--- src/asi_node_cfg.svh ---
// timing counts, register offsets and reset values for the bus node core
`ifndef ASI_NODE_CFG_SVH
`define ASI_NODE_CFG_SVH
`define MCLK_MHZ 100
`define HALF_BIT_NS 3000
`define HALF_BIT_CYC (`HALF_BIT_NS * `MCLK_MHZ / 1000)
`define WDOG_NS 20000
`define WDOG_CYC (`WDOG_NS * `MCLK_MHZ / 1000)
`define DETECT_US 200
`define DETECT_CYC (`DETECT_US * `MCLK_MHZ)
`define HOT_MS 2000
`define HOT_CYC (`HOT_MS * `MCLK_MHZ * 1000)
`define TICK_THR 150
`define THR_RESET 3'h2
`define MC_BITS 14
`define SR_BITS 7
`define REG_STATUS 8'h00
`define REG_RXDATA 8'h04
`define REG_RESP 8'h08
`define REG_THRESH 8'h0C
`endif

--- src/asi_node_pkg.sv ---
// types shared by the bus node core
package asi_node_pkg;
    typedef enum logic [1:0] {
        MODE_SLAVE = 2'b00,
        MODE_MASTER = 2'b01,
        MODE_REPEATER = 2'b11,
        MODE_MONITOR = 2'b10
    } mode_type;
    typedef enum logic [1:0] {
        MS_IDLE = 2'b00,
        MS_REPLY = 2'b01,
        MS_SEND = 2'b11
    } main_state_type;
    typedef struct packed {
        logic bit_valid;
        logic bit_value;
        logic frame_end;
        logic timing_err;
    } rx_bits_type;
endpackage : asi_node_pkg

--- src/asi_node_core.sv ---
// digital core of a two-wire sensor bus node
`timescale 1ns/1ps
`default_nettype none
`include "asi_node_cfg.svh"
// Summary of operation
// - first pulse level sets half-level thresholds
// - memory writes and I/O only in slave
// - slave mode strobes only checked telegrams
// - decode call, wait reply data from software
// - reply sent as Manchester-II stream
// - start at 16 MHz, decide after 200us
// - detection frozen after first good call, or any good telegram outside slave
// - missing clock over 20us forces reset
// - 2s overheat shuts inductor, resets, powers down
// - shutdown latched until supply cycled
// - load output short acts like overheat
// - aux pin: slave channel, master transmit input
// - fail pin analog in master, else digital
// - mode from master and repeater flags
// - flags read at init, mode then fixed
// - master mode checks telegrams before strobing
// - master one strobe, monitor two strobes
// - slave locks on call, others any telegram
// - watchdog reset holds until clock returns
module asi_node_core
    import asi_node_pkg::*;
#(
    parameter int DETECT_CYC = `DETECT_CYC,
    parameter int HOT_CYC = `HOT_CYC,
    parameter int WDOG_CYC = `WDOG_CYC,
    parameter int TICK_THR = `TICK_THR
) (
    // clock and power-on reset
    input wire logic mclk,
    input wire logic reset,
    // apb slave
    input wire logic psel,
    input wire logic penable,
    input wire logic pwrite,
    input wire logic [31:0] paddr,
    input wire logic [31:0] pwdata,
    output logic [31:0] prdata,
    output logic pready,
    output logic pslverr,
    // non-volatile mode flags
    input wire logic nv_master_flag,
    input wire logic nv_repeater_flag,
    // receive front end
    input wire logic [2:0] adc_level,
    input wire logic first_pulse,
    output logic [2:0] thr_pos,
    output logic [2:0] thr_neg,
    input wire rx_bits_type bus_rx,
    input wire rx_bits_type aux_rx,
    input wire logic aux_address_input,
    // transmit unit
    output logic tx_drive,
    output logic tx_active,
    // receive strobes
    output logic master_strobe,
    output logic slave_strobe,
    // clock, protection and pin setup
    input wire logic xtal_tick,
    input wire logic over_temp,
    input wire logic load_short,
    output logic freq_16mhz,
    output logic freq_locked,
    output logic device_reset,
    output logic inductor_enable,
    output logic analog_power_down,
    output logic fail_detect_analog,
    output logic nv_write_enable
);
    localparam int DW = $clog2(DETECT_CYC + 1);
    localparam int HW = $clog2(HOT_CYC + 1);
    localparam int WW = $clog2(WDOG_CYC + 1);
    localparam int BW = $clog2(`HALF_BIT_CYC + 1);

    logic core_rst_ff, init_ff, shut_ff, locked_ff, freq16_ff, tx_ff;
    logic master_strobe_ff, slave_strobe_ff, rx_new_ff, rx_chan_ff;
    logic pready_ff, pslverr_ff;
    logic [2:0] thr_pos_ff, thr_neg_ff;
    logic [10:0] rx_info_ff;
    logic [3:0] sr_last_ff, resp_ff, bit_idx_ff;
    logic [31:0] prdata_ff;
    logic [DW-1:0] win_ff;
    logic [15:0] tick_ff;
    logic [WW-1:0] gap_ff;
    logic [HW-1:0] hot_ff;
    logic [BW-1:0] hb_ff;
    mode_type mode_ff;
    main_state_type state_ff;
    logic wdog_rst, resp_wr, rx_rd;

    wire logic rst_any = reset | core_rst_ff;
    wire logic run = ~rst_any & ~init_ff;
    wire logic is_slave = mode_ff == MODE_SLAVE;
    wire logic is_master = mode_ff == MODE_MASTER;
    wire logic is_monitor = mode_ff == MODE_MONITOR;

    // internal reset from watchdog or shutdown
    always_ff @(posedge mclk) begin
        core_rst_ff <= reset | wdog_rst | shut_ff;
        init_ff <= rst_any;
    end

    wire mode_type nv_mode = mode_type'({nv_repeater_flag, nv_master_flag});
    always_ff @(posedge mclk) begin
        if (reset)
            mode_ff <= MODE_SLAVE;
        else if (init_ff & ~core_rst_ff)
            mode_ff <= nv_mode;
    end

    wire logic [3:0] adc_round = {1'b0, adc_level} + 4'h1;
    wire logic [2:0] thr_new = adc_round[3:1];
    always_ff @(posedge mclk) begin
        if (rst_any) begin
            thr_pos_ff <= `THR_RESET;
            thr_neg_ff <= `THR_RESET;
        end else if (first_pulse) begin
            thr_pos_ff <= thr_new;
            thr_neg_ff <= thr_new;
        end
    end

    // telegram checkers, bus channel and aux channel
    rx_bits_type rx_ch [2];
    wire logic [1:0] mc_ok, sr_ok;
    logic [10:0] mc_info [2];
    logic [3:0] sr_info [2];
    assign rx_ch[0] = bus_rx;
    assign rx_ch[1] = aux_rx;
    for (genvar g = 0; g < 2; g++) begin : g_chk
        logic [13:0] sh_ff;
        logic [3:0] cnt_ff;
        logic err_ff;
        // aux channel is not a receiver in master mode
        wire logic en = run & ((g == 0) | ~is_master);
        wire logic good = en & rx_ch[g].frame_end & ~err_ff & ~rx_ch[g].timing_err;
        always_ff @(posedge mclk) begin
            if (rst_any | rx_ch[g].frame_end) begin
                sh_ff <= 14'h0000;
                cnt_ff <= 4'h0;
                err_ff <= 1'b0;
            end else begin
                err_ff <= err_ff | rx_ch[g].timing_err;
                if (rx_ch[g].bit_valid) begin
                    sh_ff <= {sh_ff[12:0], rx_ch[g].bit_value};
                    cnt_ff <= (cnt_ff == 4'hF) ? cnt_ff : cnt_ff + 4'h1;
                end
            end
        end
        assign mc_ok[g] = good & (cnt_ff == 4'(`MC_BITS)) & ~sh_ff[13] & sh_ff[0] & ~^sh_ff[12:1];
        assign sr_ok[g] = good & (cnt_ff == 4'(`SR_BITS)) & ~sh_ff[6] & sh_ff[0] & ~^sh_ff[5:1];
        assign mc_info[g] = sh_ff[12:2];
        assign sr_info[g] = sh_ff[5:2];
    end
    wire logic any_mc = |mc_ok;
    wire logic any_sr = |sr_ok;
    wire logic sel_aux = ~(mc_ok[0] | sr_ok[0]);

    always_ff @(posedge mclk) begin
        // call strobe in slave and monitor
        master_strobe_ff <= any_mc & (is_slave | is_monitor);
        // response strobe in master and monitor
        slave_strobe_ff <= any_sr & (is_master | is_monitor);
    end

    always_ff @(posedge mclk) begin
        if (reset)
            locked_ff <= 1'b0;
        else if (any_mc | (any_sr & ~is_slave))
            locked_ff <= 1'b1;
    end

    always_ff @(posedge mclk) begin
        if (reset) begin
            win_ff <= '0;
            tick_ff <= 16'h0000;
            freq16_ff <= 1'b1;
        end else if (~locked_ff) begin
            if (win_ff == DW'(DETECT_CYC - 1)) begin
                win_ff <= '0;
                tick_ff <= 16'h0000;
                freq16_ff <= tick_ff >= 16'(TICK_THR);
            end else begin
                win_ff <= win_ff + DW'(1);
                tick_ff <= tick_ff + {15'h0000, xtal_tick};
            end
        end
    end

    always_ff @(posedge mclk) begin
        if (reset | xtal_tick)
            gap_ff <= '0;
        else if (~wdog_rst)
            gap_ff <= gap_ff + WW'(1);
    end
    assign wdog_rst = gap_ff >= WW'(WDOG_CYC);

    always_ff @(posedge mclk) begin
        if (reset) begin
            hot_ff <= '0;
            shut_ff <= 1'b0;
        end else begin
            hot_ff <= ((over_temp | load_short) & ~shut_ff) ? hot_ff + HW'(1) : '0;
            if (hot_ff == HW'(HOT_CYC - 1))
                shut_ff <= 1'b1;
        end
    end

    // main state machine and reply encoder
    wire logic [6:0] frame = {1'b0, resp_ff, ^resp_ff, 1'b1};
    wire logic [2:0] fb = 3'h6 - bit_idx_ff[3:1];
    wire logic cur_bit = frame[fb];
    always_ff @(posedge mclk) begin
        if (rst_any) begin
            state_ff <= MS_IDLE;
            hb_ff <= '0;
            bit_idx_ff <= 4'h0;
        end else begin
            case (state_ff)
                // decoded call waits for reply data
                MS_IDLE: if (is_slave & any_mc) state_ff <= MS_REPLY;
                MS_REPLY: if (resp_wr) state_ff <= MS_SEND;
                MS_SEND: begin
                    if (hb_ff == BW'(`HALF_BIT_CYC - 1)) begin
                        hb_ff <= '0;
                        bit_idx_ff <= bit_idx_ff + 4'h1;
                        if (bit_idx_ff == 4'(2 * `SR_BITS - 1)) begin
                            bit_idx_ff <= 4'h0;
                            state_ff <= MS_IDLE;
                        end
                    end else begin
                        hb_ff <= hb_ff + BW'(1);
                    end
                end
                default: state_ff <= MS_IDLE;
            endcase
        end
    end

    always_ff @(posedge mclk) begin
        if (rst_any)
            tx_ff <= 1'b0;
        // aux pin keys transmitter in master mode
        else if (is_master)
            tx_ff <= aux_address_input;
        else
            tx_ff <= (state_ff == MS_SEND) & (bit_idx_ff[0] ? cur_bit : ~cur_bit);
    end

    // received data and reply register
    always_ff @(posedge mclk) begin
        if (rst_any) begin
            rx_info_ff <= 11'h000;
            sr_last_ff <= 4'h0;
            rx_new_ff <= 1'b0;
            rx_chan_ff <= 1'b0;
            resp_ff <= 4'h0;
        end else begin
            if (any_mc)
                rx_info_ff <= mc_info[sel_aux];
            if (any_sr)
                sr_last_ff <= sr_info[sel_aux];
            if (any_mc | any_sr)
                rx_chan_ff <= sel_aux;
            // new telegram wins over read clear
            rx_new_ff <= any_mc | any_sr | (rx_new_ff & ~rx_rd);
            if (resp_wr)
                resp_ff <= pwdata[3:0];
        end
    end

    // apb decode, one wait state
    wire logic hit_status = paddr == {24'h000000, `REG_STATUS};
    wire logic hit_rx = paddr == {24'h000000, `REG_RXDATA};
    wire logic hit_resp = paddr == {24'h000000, `REG_RESP};
    wire logic hit_thr = paddr == {24'h000000, `REG_THRESH};
    wire logic mapped = hit_status | hit_rx | hit_resp | hit_thr;
    wire logic acc = psel & penable;
    wire logic done = acc & pready_ff;
    // reply data only in slave mode
    wire logic refuse = pwrite & hit_resp & ~(is_slave & (state_ff == MS_REPLY));
    assign resp_wr = done & pwrite & hit_resp & ~pslverr_ff;
    assign rx_rd = done & ~pwrite & hit_rx;
    wire logic [31:0] rd_mux =
        hit_status ? {24'h000000, state_ff, shut_ff, wdog_rst, locked_ff, freq16_ff, mode_ff} :
        hit_rx ? {15'h0000, rx_chan_ff, rx_new_ff, sr_last_ff, rx_info_ff} :
        hit_resp ? {28'h0000000, resp_ff} :
        hit_thr ? {25'h0000000, thr_neg_ff, 1'b0, thr_pos_ff} : 32'h00000000;
    always_ff @(posedge mclk) begin
        if (reset) begin
            pready_ff <= 1'b0;
            pslverr_ff <= 1'b0;
            prdata_ff <= 32'h00000000;
        end else begin
            pready_ff <= acc & ~pready_ff;
            if (acc & ~pready_ff) begin
                pslverr_ff <= ~mapped | refuse;
                prdata_ff <= pwrite ? 32'h00000000 : rd_mux;
            end
        end
    end

    // outputs
    assign prdata = prdata_ff;
    assign pready = pready_ff;
    assign pslverr = pslverr_ff & pready_ff;
    assign thr_pos = thr_pos_ff;
    assign thr_neg = thr_neg_ff;
    assign tx_drive = tx_ff;
    assign tx_active = (state_ff == MS_SEND) | (run & is_master);
    assign master_strobe = master_strobe_ff;
    assign slave_strobe = slave_strobe_ff;
    assign freq_16mhz = freq16_ff;
    assign freq_locked = locked_ff;
    assign device_reset = core_rst_ff;
    assign inductor_enable = ~shut_ff;
    assign analog_power_down = shut_ff;
    assign fail_detect_analog = run & is_master;
    assign nv_write_enable = run & is_slave;

    property p_thr;
        @(posedge mclk) disable iff (reset) first_pulse && !rst_any |=> thr_pos_ff == $past(thr_new) && thr_neg_ff == thr_pos_ff;
    endproperty
    a_thr: assert property (p_thr) else $error("threshold not half level");
    property p_resp_slave;
        @(posedge mclk) disable iff (reset) resp_wr |-> is_slave && state_ff == MS_REPLY;
    endproperty
    a_resp_slave: assert property (p_resp_slave) else $error("reply accepted outside slave reply");
    property p_strobe;
        @(posedge mclk) disable iff (reset) master_strobe_ff |-> $past(any_mc) && !$past(rst_any);
    endproperty
    a_strobe: assert property (p_strobe) else $error("strobe without checked telegram");
    property p_reply;
        @(posedge mclk) disable iff (reset) state_ff == MS_REPLY && resp_wr && !rst_any |=> state_ff == MS_SEND;
    endproperty
    a_reply: assert property (p_reply) else $error("reply write did not start send");
    property p_manchester;
        @(posedge mclk) disable iff (reset) $rose(state_ff == MS_SEND) |=> tx_ff ##300 !tx_ff;
    endproperty
    a_manchester: assert property (p_manchester) else $error("start bit halves wrong");
    property p_freq_default;
        @(posedge mclk) disable iff (reset) $past(reset) |-> freq16_ff;
    endproperty
    a_freq_default: assert property (p_freq_default) else $error("not 16 MHz after power-on");
    property p_freeze;
        @(posedge mclk) disable iff (reset) locked_ff && $past(locked_ff) |-> $stable(freq16_ff);
    endproperty
    a_freeze: assert property (p_freeze) else $error("frequency changed after lock");
    property p_wdog;
        @(posedge mclk) disable iff (reset) gap_ff == WW'(WDOG_CYC) && !xtal_tick |=> core_rst_ff [*2];
    endproperty
    a_wdog: assert property (p_wdog) else $error("watchdog reset missing");
    property p_hot;
        @(posedge mclk) disable iff (reset) hot_ff == HW'(HOT_CYC - 1) |=> shut_ff ##1 core_rst_ff && !inductor_enable;
    endproperty
    a_hot: assert property (p_hot) else $error("overheat shutdown missing");
    property p_latch;
        @(posedge mclk) disable iff (reset) shut_ff |=> shut_ff && analog_power_down;
    endproperty
    a_latch: assert property (p_latch) else $error("shutdown released");
    property p_mode;
        @(posedge mclk) disable iff (reset) run && $past(run) |-> $stable(mode_ff);
    endproperty
    a_mode: assert property (p_mode) else $error("mode changed while running");
    property p_master_tx;
        @(posedge mclk) disable iff (reset) run && is_master && !wdog_rst |=> tx_drive == $past(aux_address_input);
    endproperty
    a_master_tx: assert property (p_master_tx) else $error("aux pin not driving transmitter");
endmodule : asi_node_core
`default_nettype wire

--- config.mk ---
export PLATFORM = sky130hd
export DESIGN_NAME = asi_node_core
export DESIGN_NICKNAME = d
export VERILOG_FILES = /design/src/asi_node_pkg.sv /design/src/asi_node_core.sv
export VERILOG_INCLUDE_DIRS = /design/src
export SDC_FILE = /design/constraint.sdc
export NUM_CORES = 1
export LEC_CHECK = 0
export BUFFER_PORTS_ARGS = -buffer_cell sky130_fd_sc_hd__buf_2
export CAP_MARGIN = 25
export CORE_MARGIN = 5
export CORE_UTILIZATION = 55
export DETAILED_ROUTE_END_ITERATION = 8
export GPL_ROUTABILITY_DRIVEN = 0
export PLACE_DENSITY = 0.89
export SLEW_MARGIN = 20
export SYNTH_ARGS = -nofsm -noshare
export SYNTH_HDL_FRONTEND = slang
export SYNTH_SLANG_ARGS = --single-unit
--- constraint.sdc ---
create_clock -name mclk -period 3 [get_ports mclk]
set_input_delay 0.45 -clock mclk [delete_from_list [all_inputs] [get_ports mclk]]
set_output_delay 0.45 -clock mclk [all_outputs]
set_load 0.005 [all_outputs]
==> impl_metrics.csv, run 1 <==
group,metric,value,unit
min_path,holdCritPathClass,"primary input to register",
timing,slew_viol_final,0,
cts,tritoncts,"built",
grt,grt_start_max_net_pins,33,
power,p_leak,3.52,nW
outcome,outcome,"finished clean",
detailed_routing,via_per_inst,5.61,
final_layout,drive_above_1_share,15.4,%
final_layout,nets,1066,
timing,post-route-period-util,90.1,%
detailed_routing,wl_met3,1290,µm
logic_synthesis,syn_inst,877,
placement,hpwl,12200,µm
timing,fin_setup_tns,0,ns
timing,worst_slew_pin_slew,0.730,ns
floorplanning,dieWidth,130,µm
logic_synthesis,yosysMostFrequentCell,"dfxtp_1",
grt,antenna_found_initial,0,
cts,htreeDepth,4,
run,maxCapViolCount,0,
timing,period_needed,2.70,ns
timing,fin_ws,0.296,ns
detailed_routing,top_layer,"met4",
timing,finalHoldViolCount,0,
worst_setup_path,crit_fanout,12,
power,pwr-share-seq,50.3,%
worst_setup_path,path_class,"register to register",
worst_setup_path,worstSetupStartpointType,"register",
cts,cts_setup_buffers,0,
cts,cts.sinks,176,
worst_setup_path,crit_required,3.30,ns
logic_synthesis,synth_edf_count,0,
power,power.switching,0.00107,W
power,total_power,0.00472,W
cts,post_cts_resized,0,
grt,first_global_vias,6216,
final_layout,area_growth,13.9,%
detailed_routing,ant_nets,0,
logic_synthesis,postSynth.asyncResetShare,0,%
final_layout,n_antenna_cell,0,
placement,post-place-ws,0.430,ns
timing,max_freq,0.370,GHz
power,clock_power_share,45.4,%
detailed_routing,wl_per_cell,15.8,µm
floorplanning,rows,44,
logic_synthesis,synth_top_area_share,44.2,%
timing,rsz0062_at_grt,"false",
detailed_routing,wl,18300,µm
cts,holdBufCountCts,0,
power,power_frac_comb,4.3,%
floorplanning,initial_utilization,55.5,%
floorplanning,core_region_area,14400,µm²
power,netSwitchingFraction,22.8,%
detailed_routing,wl_met2,9240,µm
logic_synthesis,synth_area_leaders,"dfxtp_1 (44%), nor2_1 (7.5%), mux2i_1 (6.5%), xor2_1 (5.5%), xnor2_1 (3.6%)",
cts,clk_pin_slew_worst_paths,0.07,ns
power,ir_drop,0.000411,V
logic_synthesis,syn_avg_cell_area,9.09,µm²
cts,root_buffer,"clkbuf_16",
placement,portBuffers,94,
logic_synthesis,ys_types,64,
final_layout,instances_no_fill,1159,
logic_synthesis,syn_area,7970,µm²
detailed_routing,first_pass_iters,5,
timing,max_slew_margin,51.1,%
cts,clkLatencyLatePin,0.43,ns
detailed_routing,met1_length,7420,µm
logic_synthesis,yosys-top-cells-count,"dfxtp_1 (176), nor2_1 (159), mux2i_1 (52), nand2_1 (52), xor2_1 (50)",
power,cell_internal_pwr,0.00364,W
timing,finalClockSkew,0.00913,ns
worst_setup_path,end_kind,"register",
detailed_routing,num_vias,6506,
grt,grtUsageTotal,21.8,%
grt,overflow,0,
power,power_density,519,nW/µm²
floorplanning,dieArea,17000,µm²
worst_setup_path,worstPathArrival,3.01,ns
detailed_routing,drt_iter0_drc,467,
logic_synthesis,yosysTopAreaCell,"dfxtp_1",
timing,finalSetupViolCount,0,
logic_synthesis,ys_warn_count,0,
logic_synthesis,ys_seq_area_share,44.2,%
grt,grt_pass1_wl,29800,µm
floorplanning,io_pins,138,
logic_synthesis,ys.flop_type,"dfxtp_1",
floorplanning,die_h,130,µm
logic_synthesis,ys_ff_latch,176,
cts,cts_made_buffers,17,
detailed_routing,drc,0,
cts,cts_buffer_depth,2,
placement,dp_cells,1127,
layer usage:
metal	vias to the layer above	track usage (%)
li1	3173	-
met1	3081	25.2
met2	218	39.3
met3	34	4.72
met4	0	8.17
met5	-	0
power groups by stage:
stage | combinational, W | clock [W] | sequential (W)
finish | 0.000201 | 0.00214 | 0.00237
global route | 0.000220 | 0.00225 | 0.00237
global placement | 0.000192 | 0 | 0.00242
floorplan | 0.000132 | 0 | 0.00242
detailed placement | 0.000197 | 0 | 0.00242
CTS | 0.000199 | 0.00216 | 0.00237
state kept, by name, indices dropped and copies added, names as in the netlist, 2 cells and up:
signal,cells
bit_idx_ff,4
g_chk.cnt_ff,8
g_chk.err_ff,2
g_chk.sh_ff,28
gap_ff,11
hb_ff,9
hot_ff,28
mode_ff,2
prdata,17
resp_ff,4
rx_info_ff,11
sr_last_ff,4
state_ff,2
thr_neg,3
tick_ff,16
win_ff,15
critical path, cell delays in order, from the launching register on:
cell,delay [ns]
dfxtp_1,0.39
xnor3_2,0.46
xnor2_2,0.20
xnor3_2,0.53
o21ai_4,0.48
mux2i_1,0.39
a21oi_1,0.12
cell type report:
cell class	instances	area, µm²
fill	1099	5290
multi-input combinational	650	4160
sequential	176	3520
timing repair buffer	103	538
clock buffer	20	467
tap	184	230
clock inverter	12	110
inverter	14	52.6
kinds of logic after synthesis:
| group | synth area share [%] |
|---|---|
| compound gates | 8.46 |
| xor+xnor | 10.8 |
| fa+ha+maj | 2.67 |
| buf+inv | 4.30 |
| flops | 44.2 |
| mux | 7.37 |
| other cells | 0.0470 |
| simple gates | 22.2 |
through the flow:
step | utilization, % | instance area, µm² | hold slack [ns]
after detailed placement | 59.2 | 8500 | 0.440
final | 63.2 | 9080 | 0.259
after global placement | 59.2 | 8500 | 0.429
after global routing | 63.2 | 9080 | 0.282
after CTS | 63.2 | 9080 | 0.253
after floorplan | - | 8030 | 0.418
placed cells by master, fill, tap and decap left out, drive strengths merged, types with 3 or more instances in the layout:
cell / n
conb: 15
clkbuf: 20
nor3: 20
nand3b: 3
xnor2: 34
dfxtp: 176
a21oi: 44
ha: 17
nor2: 159
or3: 11
nand2: 52
inv: 14
and3: 13
nor4: 10
nand3: 31
buf: 103
o21ai: 33
clkinv: 7
nor2b: 10
nand4: 21
or4: 4
xor2: 50
xnor3: 4
mux4: 3
and4: 8
clkinvlp: 4
a22oi: 17
and2: 3
mux2i: 52
final timing paths:
path                                        start                 to  slack (ns)  cells past startpoint
worst max-delay path            g_chk[0].sh_ff[5]      rx_info_ff[1]        0.30                      6
worst min-delay path                    bus_rx[2]  g_chk[0].sh_ff[0]        0.26                      3
worst max register to register  g_chk[0].sh_ff[5]      rx_info_ff[1]        0.30                      6
worst min register to register          hot_ff[0]          hot_ff[0]        0.45                      1
Power figures use the tool's default switching activity.
==> inputs of run 2 (changes only) <==
--- a/config.mk
+++ b/config.mk
@@ -8,6 +8,7 @@
 export LEC_CHECK = 0
 export BUFFER_PORTS_ARGS = -buffer_cell sky130_fd_sc_hd__buf_2
 export CAP_MARGIN = 25
+export CORE_ASPECT_RATIO = 1.1
 export CORE_MARGIN = 5
 export CORE_UTILIZATION = 55
 export DETAILED_ROUTE_END_ITERATION = 8
==> constraint.sdc (replaced) <==
create_clock -name mclk -period 2.67 [get_ports mclk]
set_input_delay 0.4005 -clock mclk [delete_from_list [all_inputs] [get_ports mclk]]
set_output_delay 0.4005 -clock mclk [all_outputs]
set_load 0.005 [all_outputs]
==> impl_metrics.csv, run 2 (synthesized netlist as in run 1, its figures left out) <==
group,metric,value,unit
cts,clkLatencyLatePin,0.44,ns
timing,slew_viol_final,0,
power,netSwitchingFraction,20.9,%
timing,max_freq,0.401,GHz
worst_setup_path,worstPathArrival,2.81,ns
final_layout,layout_common_cells,"dfxtp_1 (176), nor2_1 (159), buf_2 (94)",
detailed_routing,via_per_inst,5.56,
detailed_routing,drc,0,
power,power_frac_comb,4.1,%
grt,grtUsageTotal,21.2,%
worst_setup_path,cp_common_cell,"xnor3_2",
grt,met3_usage,6.21,%
worst_setup_path,crit_required,2.99,ns
power,clock_power_share,47.7,%
grt,first_global_vias,6166,
timing,hold_slack,0.208,ns
timing,finalClockSkew,0.00932,ns
final_layout,nets,1072,
placement,portBuffers,94,
cts,tritoncts,"built",
timing,max_slew_margin,54.7,%
timing,finalHoldViolCount,0,
worst_setup_path,path_class,"register to register",
timing,rsz0062_at_grt,"false",
cts,cts_made_buffers,17,
detailed_routing,num_vias,6521,
run,maxCapViolCount,0,
floorplanning,rows,46,
cts,htreeDepth,4,
grt,grt.met2_usage,37.4,%
floorplanning,dieArea,17000,µm²
min_path,min-delay-start,"bus_rx[2]",
floorplanning,die_h,136,µm
timing,finalSetupViolCount,0,
power,ir_drop,0.000471,V
outcome,outcome,"finished clean",
worst_setup_path,reg2reg_from,"g_chk[0].sh_ff[5]",
detailed_routing,first_pass_iters,5,
final_layout,layout_commonest_cell,"dfxtp_1",
timing,period_needed,2.49,ns
timing,fin_setup_tns,0,ns
final_layout,drive_above_1_share,15.6,%
cts,root_buffer,"clkbuf_16",
worst_setup_path,end_kind,"register",
grt,grt_start_max_net_pins,33,
floorplanning,core_region_area,14300,µm²
timing,worst_slew_pin_slew,0.677,ns
worst_setup_path,rrSetupSlack,0.18,ns
final_layout,seqCellArea,3520,µm²
grt,antenna_found_initial,0,
min_path,holdCritPathClass,"primary input to register",
final_layout,fillCellCount,1070,
worst_setup_path,cpMaxStageDelayCell,"xnor3_2",
floorplanning,dieWidth,125,µm
cts,cts.sinks,176,
grt,grt_pass1_wl,29500,µm
cts,clk_pin_slew_worst_paths,0.07,ns
final_layout,multi_input_area,4160,µm²
detailed_routing,drt_iter0_drc,468,
power,cell_internal_pwr,0.00437,W
worst_setup_path,r2r-end,"rx_info_ff[0]",
grt,grt.busiest_layer,"met2",
power,power.switching,0.00116,W
worst_setup_path,reg2reg_depth,7,
min_path,min_to,"g_chk[0].sh_ff[0]",
cts,post_cts_resized,0,
min_path,holdPathStages,3,
cts,cts_setup_buffers,0,
power,power_density,601,nW/µm²
detailed_routing,ant_nets,0,
power,pwr-share-seq,48.2,%
detailed_routing,wl,18100,µm
grt,overflow,0,
final_layout,n_antenna_cell,0,
final_layout,area_growth,15.4,%
worst_setup_path,cp_slowest_stage_delay,0.52,ns
timing,post-route-period-util,93.4,%
placement,hpwl,12400,µm
grt,grtUsageMet1,23.8,%
worst_setup_path,worstPathCellList,"xnor3_2 > xnor2_2 > xnor3_2 > o21ai_4 > buf_4 > mux2i_1 > a21oi_1",
worst_setup_path,crit_fanout,8,
power,p_leak,3.58,nW
floorplanning,io_pins,138,
floorplanning,initial_utilization,55.6,%
worst_setup_path,worstSetupStartpointType,"register",
detailed_routing,wl_per_cell,15.4,µm
cts,holdBufCountCts,0,
cts,cts_buffer_depth,2,
-- run 2: changes by cell type in the layout (fill, tap and decap cells not counted), sizes merged --
cell      change
clkinvlp      -3
buf           +6
clkbuf        +2
bufinv        +3
clkinv        -3
-- run 2: per-stage QoR --
stage               instances  power (W)  instance area (µm²)  util (%)  worst slack, ns
detailed placement       1141    0.00294                 8570      59.8            0.247
CTS                      1172    0.00555                 9200      64.2            0.186
global route             1172    0.00569                 9200      64.2           0.0889
floorplan                 891    0.00287                 8030         -            0.450
global placement         1141    0.00294                 8570      59.8            0.279
finish                   1172    0.00553                 9200      64.2            0.177
-- run 2: final cells by class --
type,count,share of cell area [%]
Tap cell,192,2.61
Clock inverter,9,1.69
Timing Repair Buffer,109,6.47
Clock buffer,22,5.15
Multi-Input combinational cell,650,45.2
Inverter,14,0.571
Sequential cell,176,38.3
-- run 2: routing by layer --
metal	part of all wire (%)	routed length [µm]
met5	0	0
met4	3.3	588
met2	49	8930
met3	5.9	1070
met1	41	7500
-- run 2: worst max-delay path: cells and delay by family (launching register included) --
kind | cells | cell delay, ns
xor gates and xnor gates | 3 | 1.16
DFF | 1 | 0.38
muxes | 1 | 0.33
AOI/OAI and AO/OA | 2 | 0.30
buffers and inverters | 1 | 0.21
-- run 2: worst max path at each step --
stage	end	slack, ns	startpoint	depth (start not counted)
final	rx_info_ff[0]	0.18	g_chk[0].sh_ff[5]	7
after global routing	sr_last_ff[0]	0.09	g_chk[0].sh_ff[5]	7
after detailed placement	rx_info_ff[1]	0.25	g_chk[0].sh_ff[5]	7
after floorplan	sr_last_ff[2]	0.45	g_chk[0].sh_ff[5]	7
after CTS	rx_info_ff[0]	0.19	g_chk[0].sh_ff[5]	7
after global placement	sr_last_ff[1]	0.28	g_chk[0].sh_ff[5]	7
-- run 2: power groups by stage --
stage	logic [W]	registers [W]	clock network, W
floorplan	0.000148	0.00272	0
global placement	0.000215	0.00272	0
detailed placement	0.000220	0.00272	0
CTS	0.000223	0.00267	0.00266
global route	0.000248	0.00267	0.00277
finish	0.000225	0.00267	0.00264
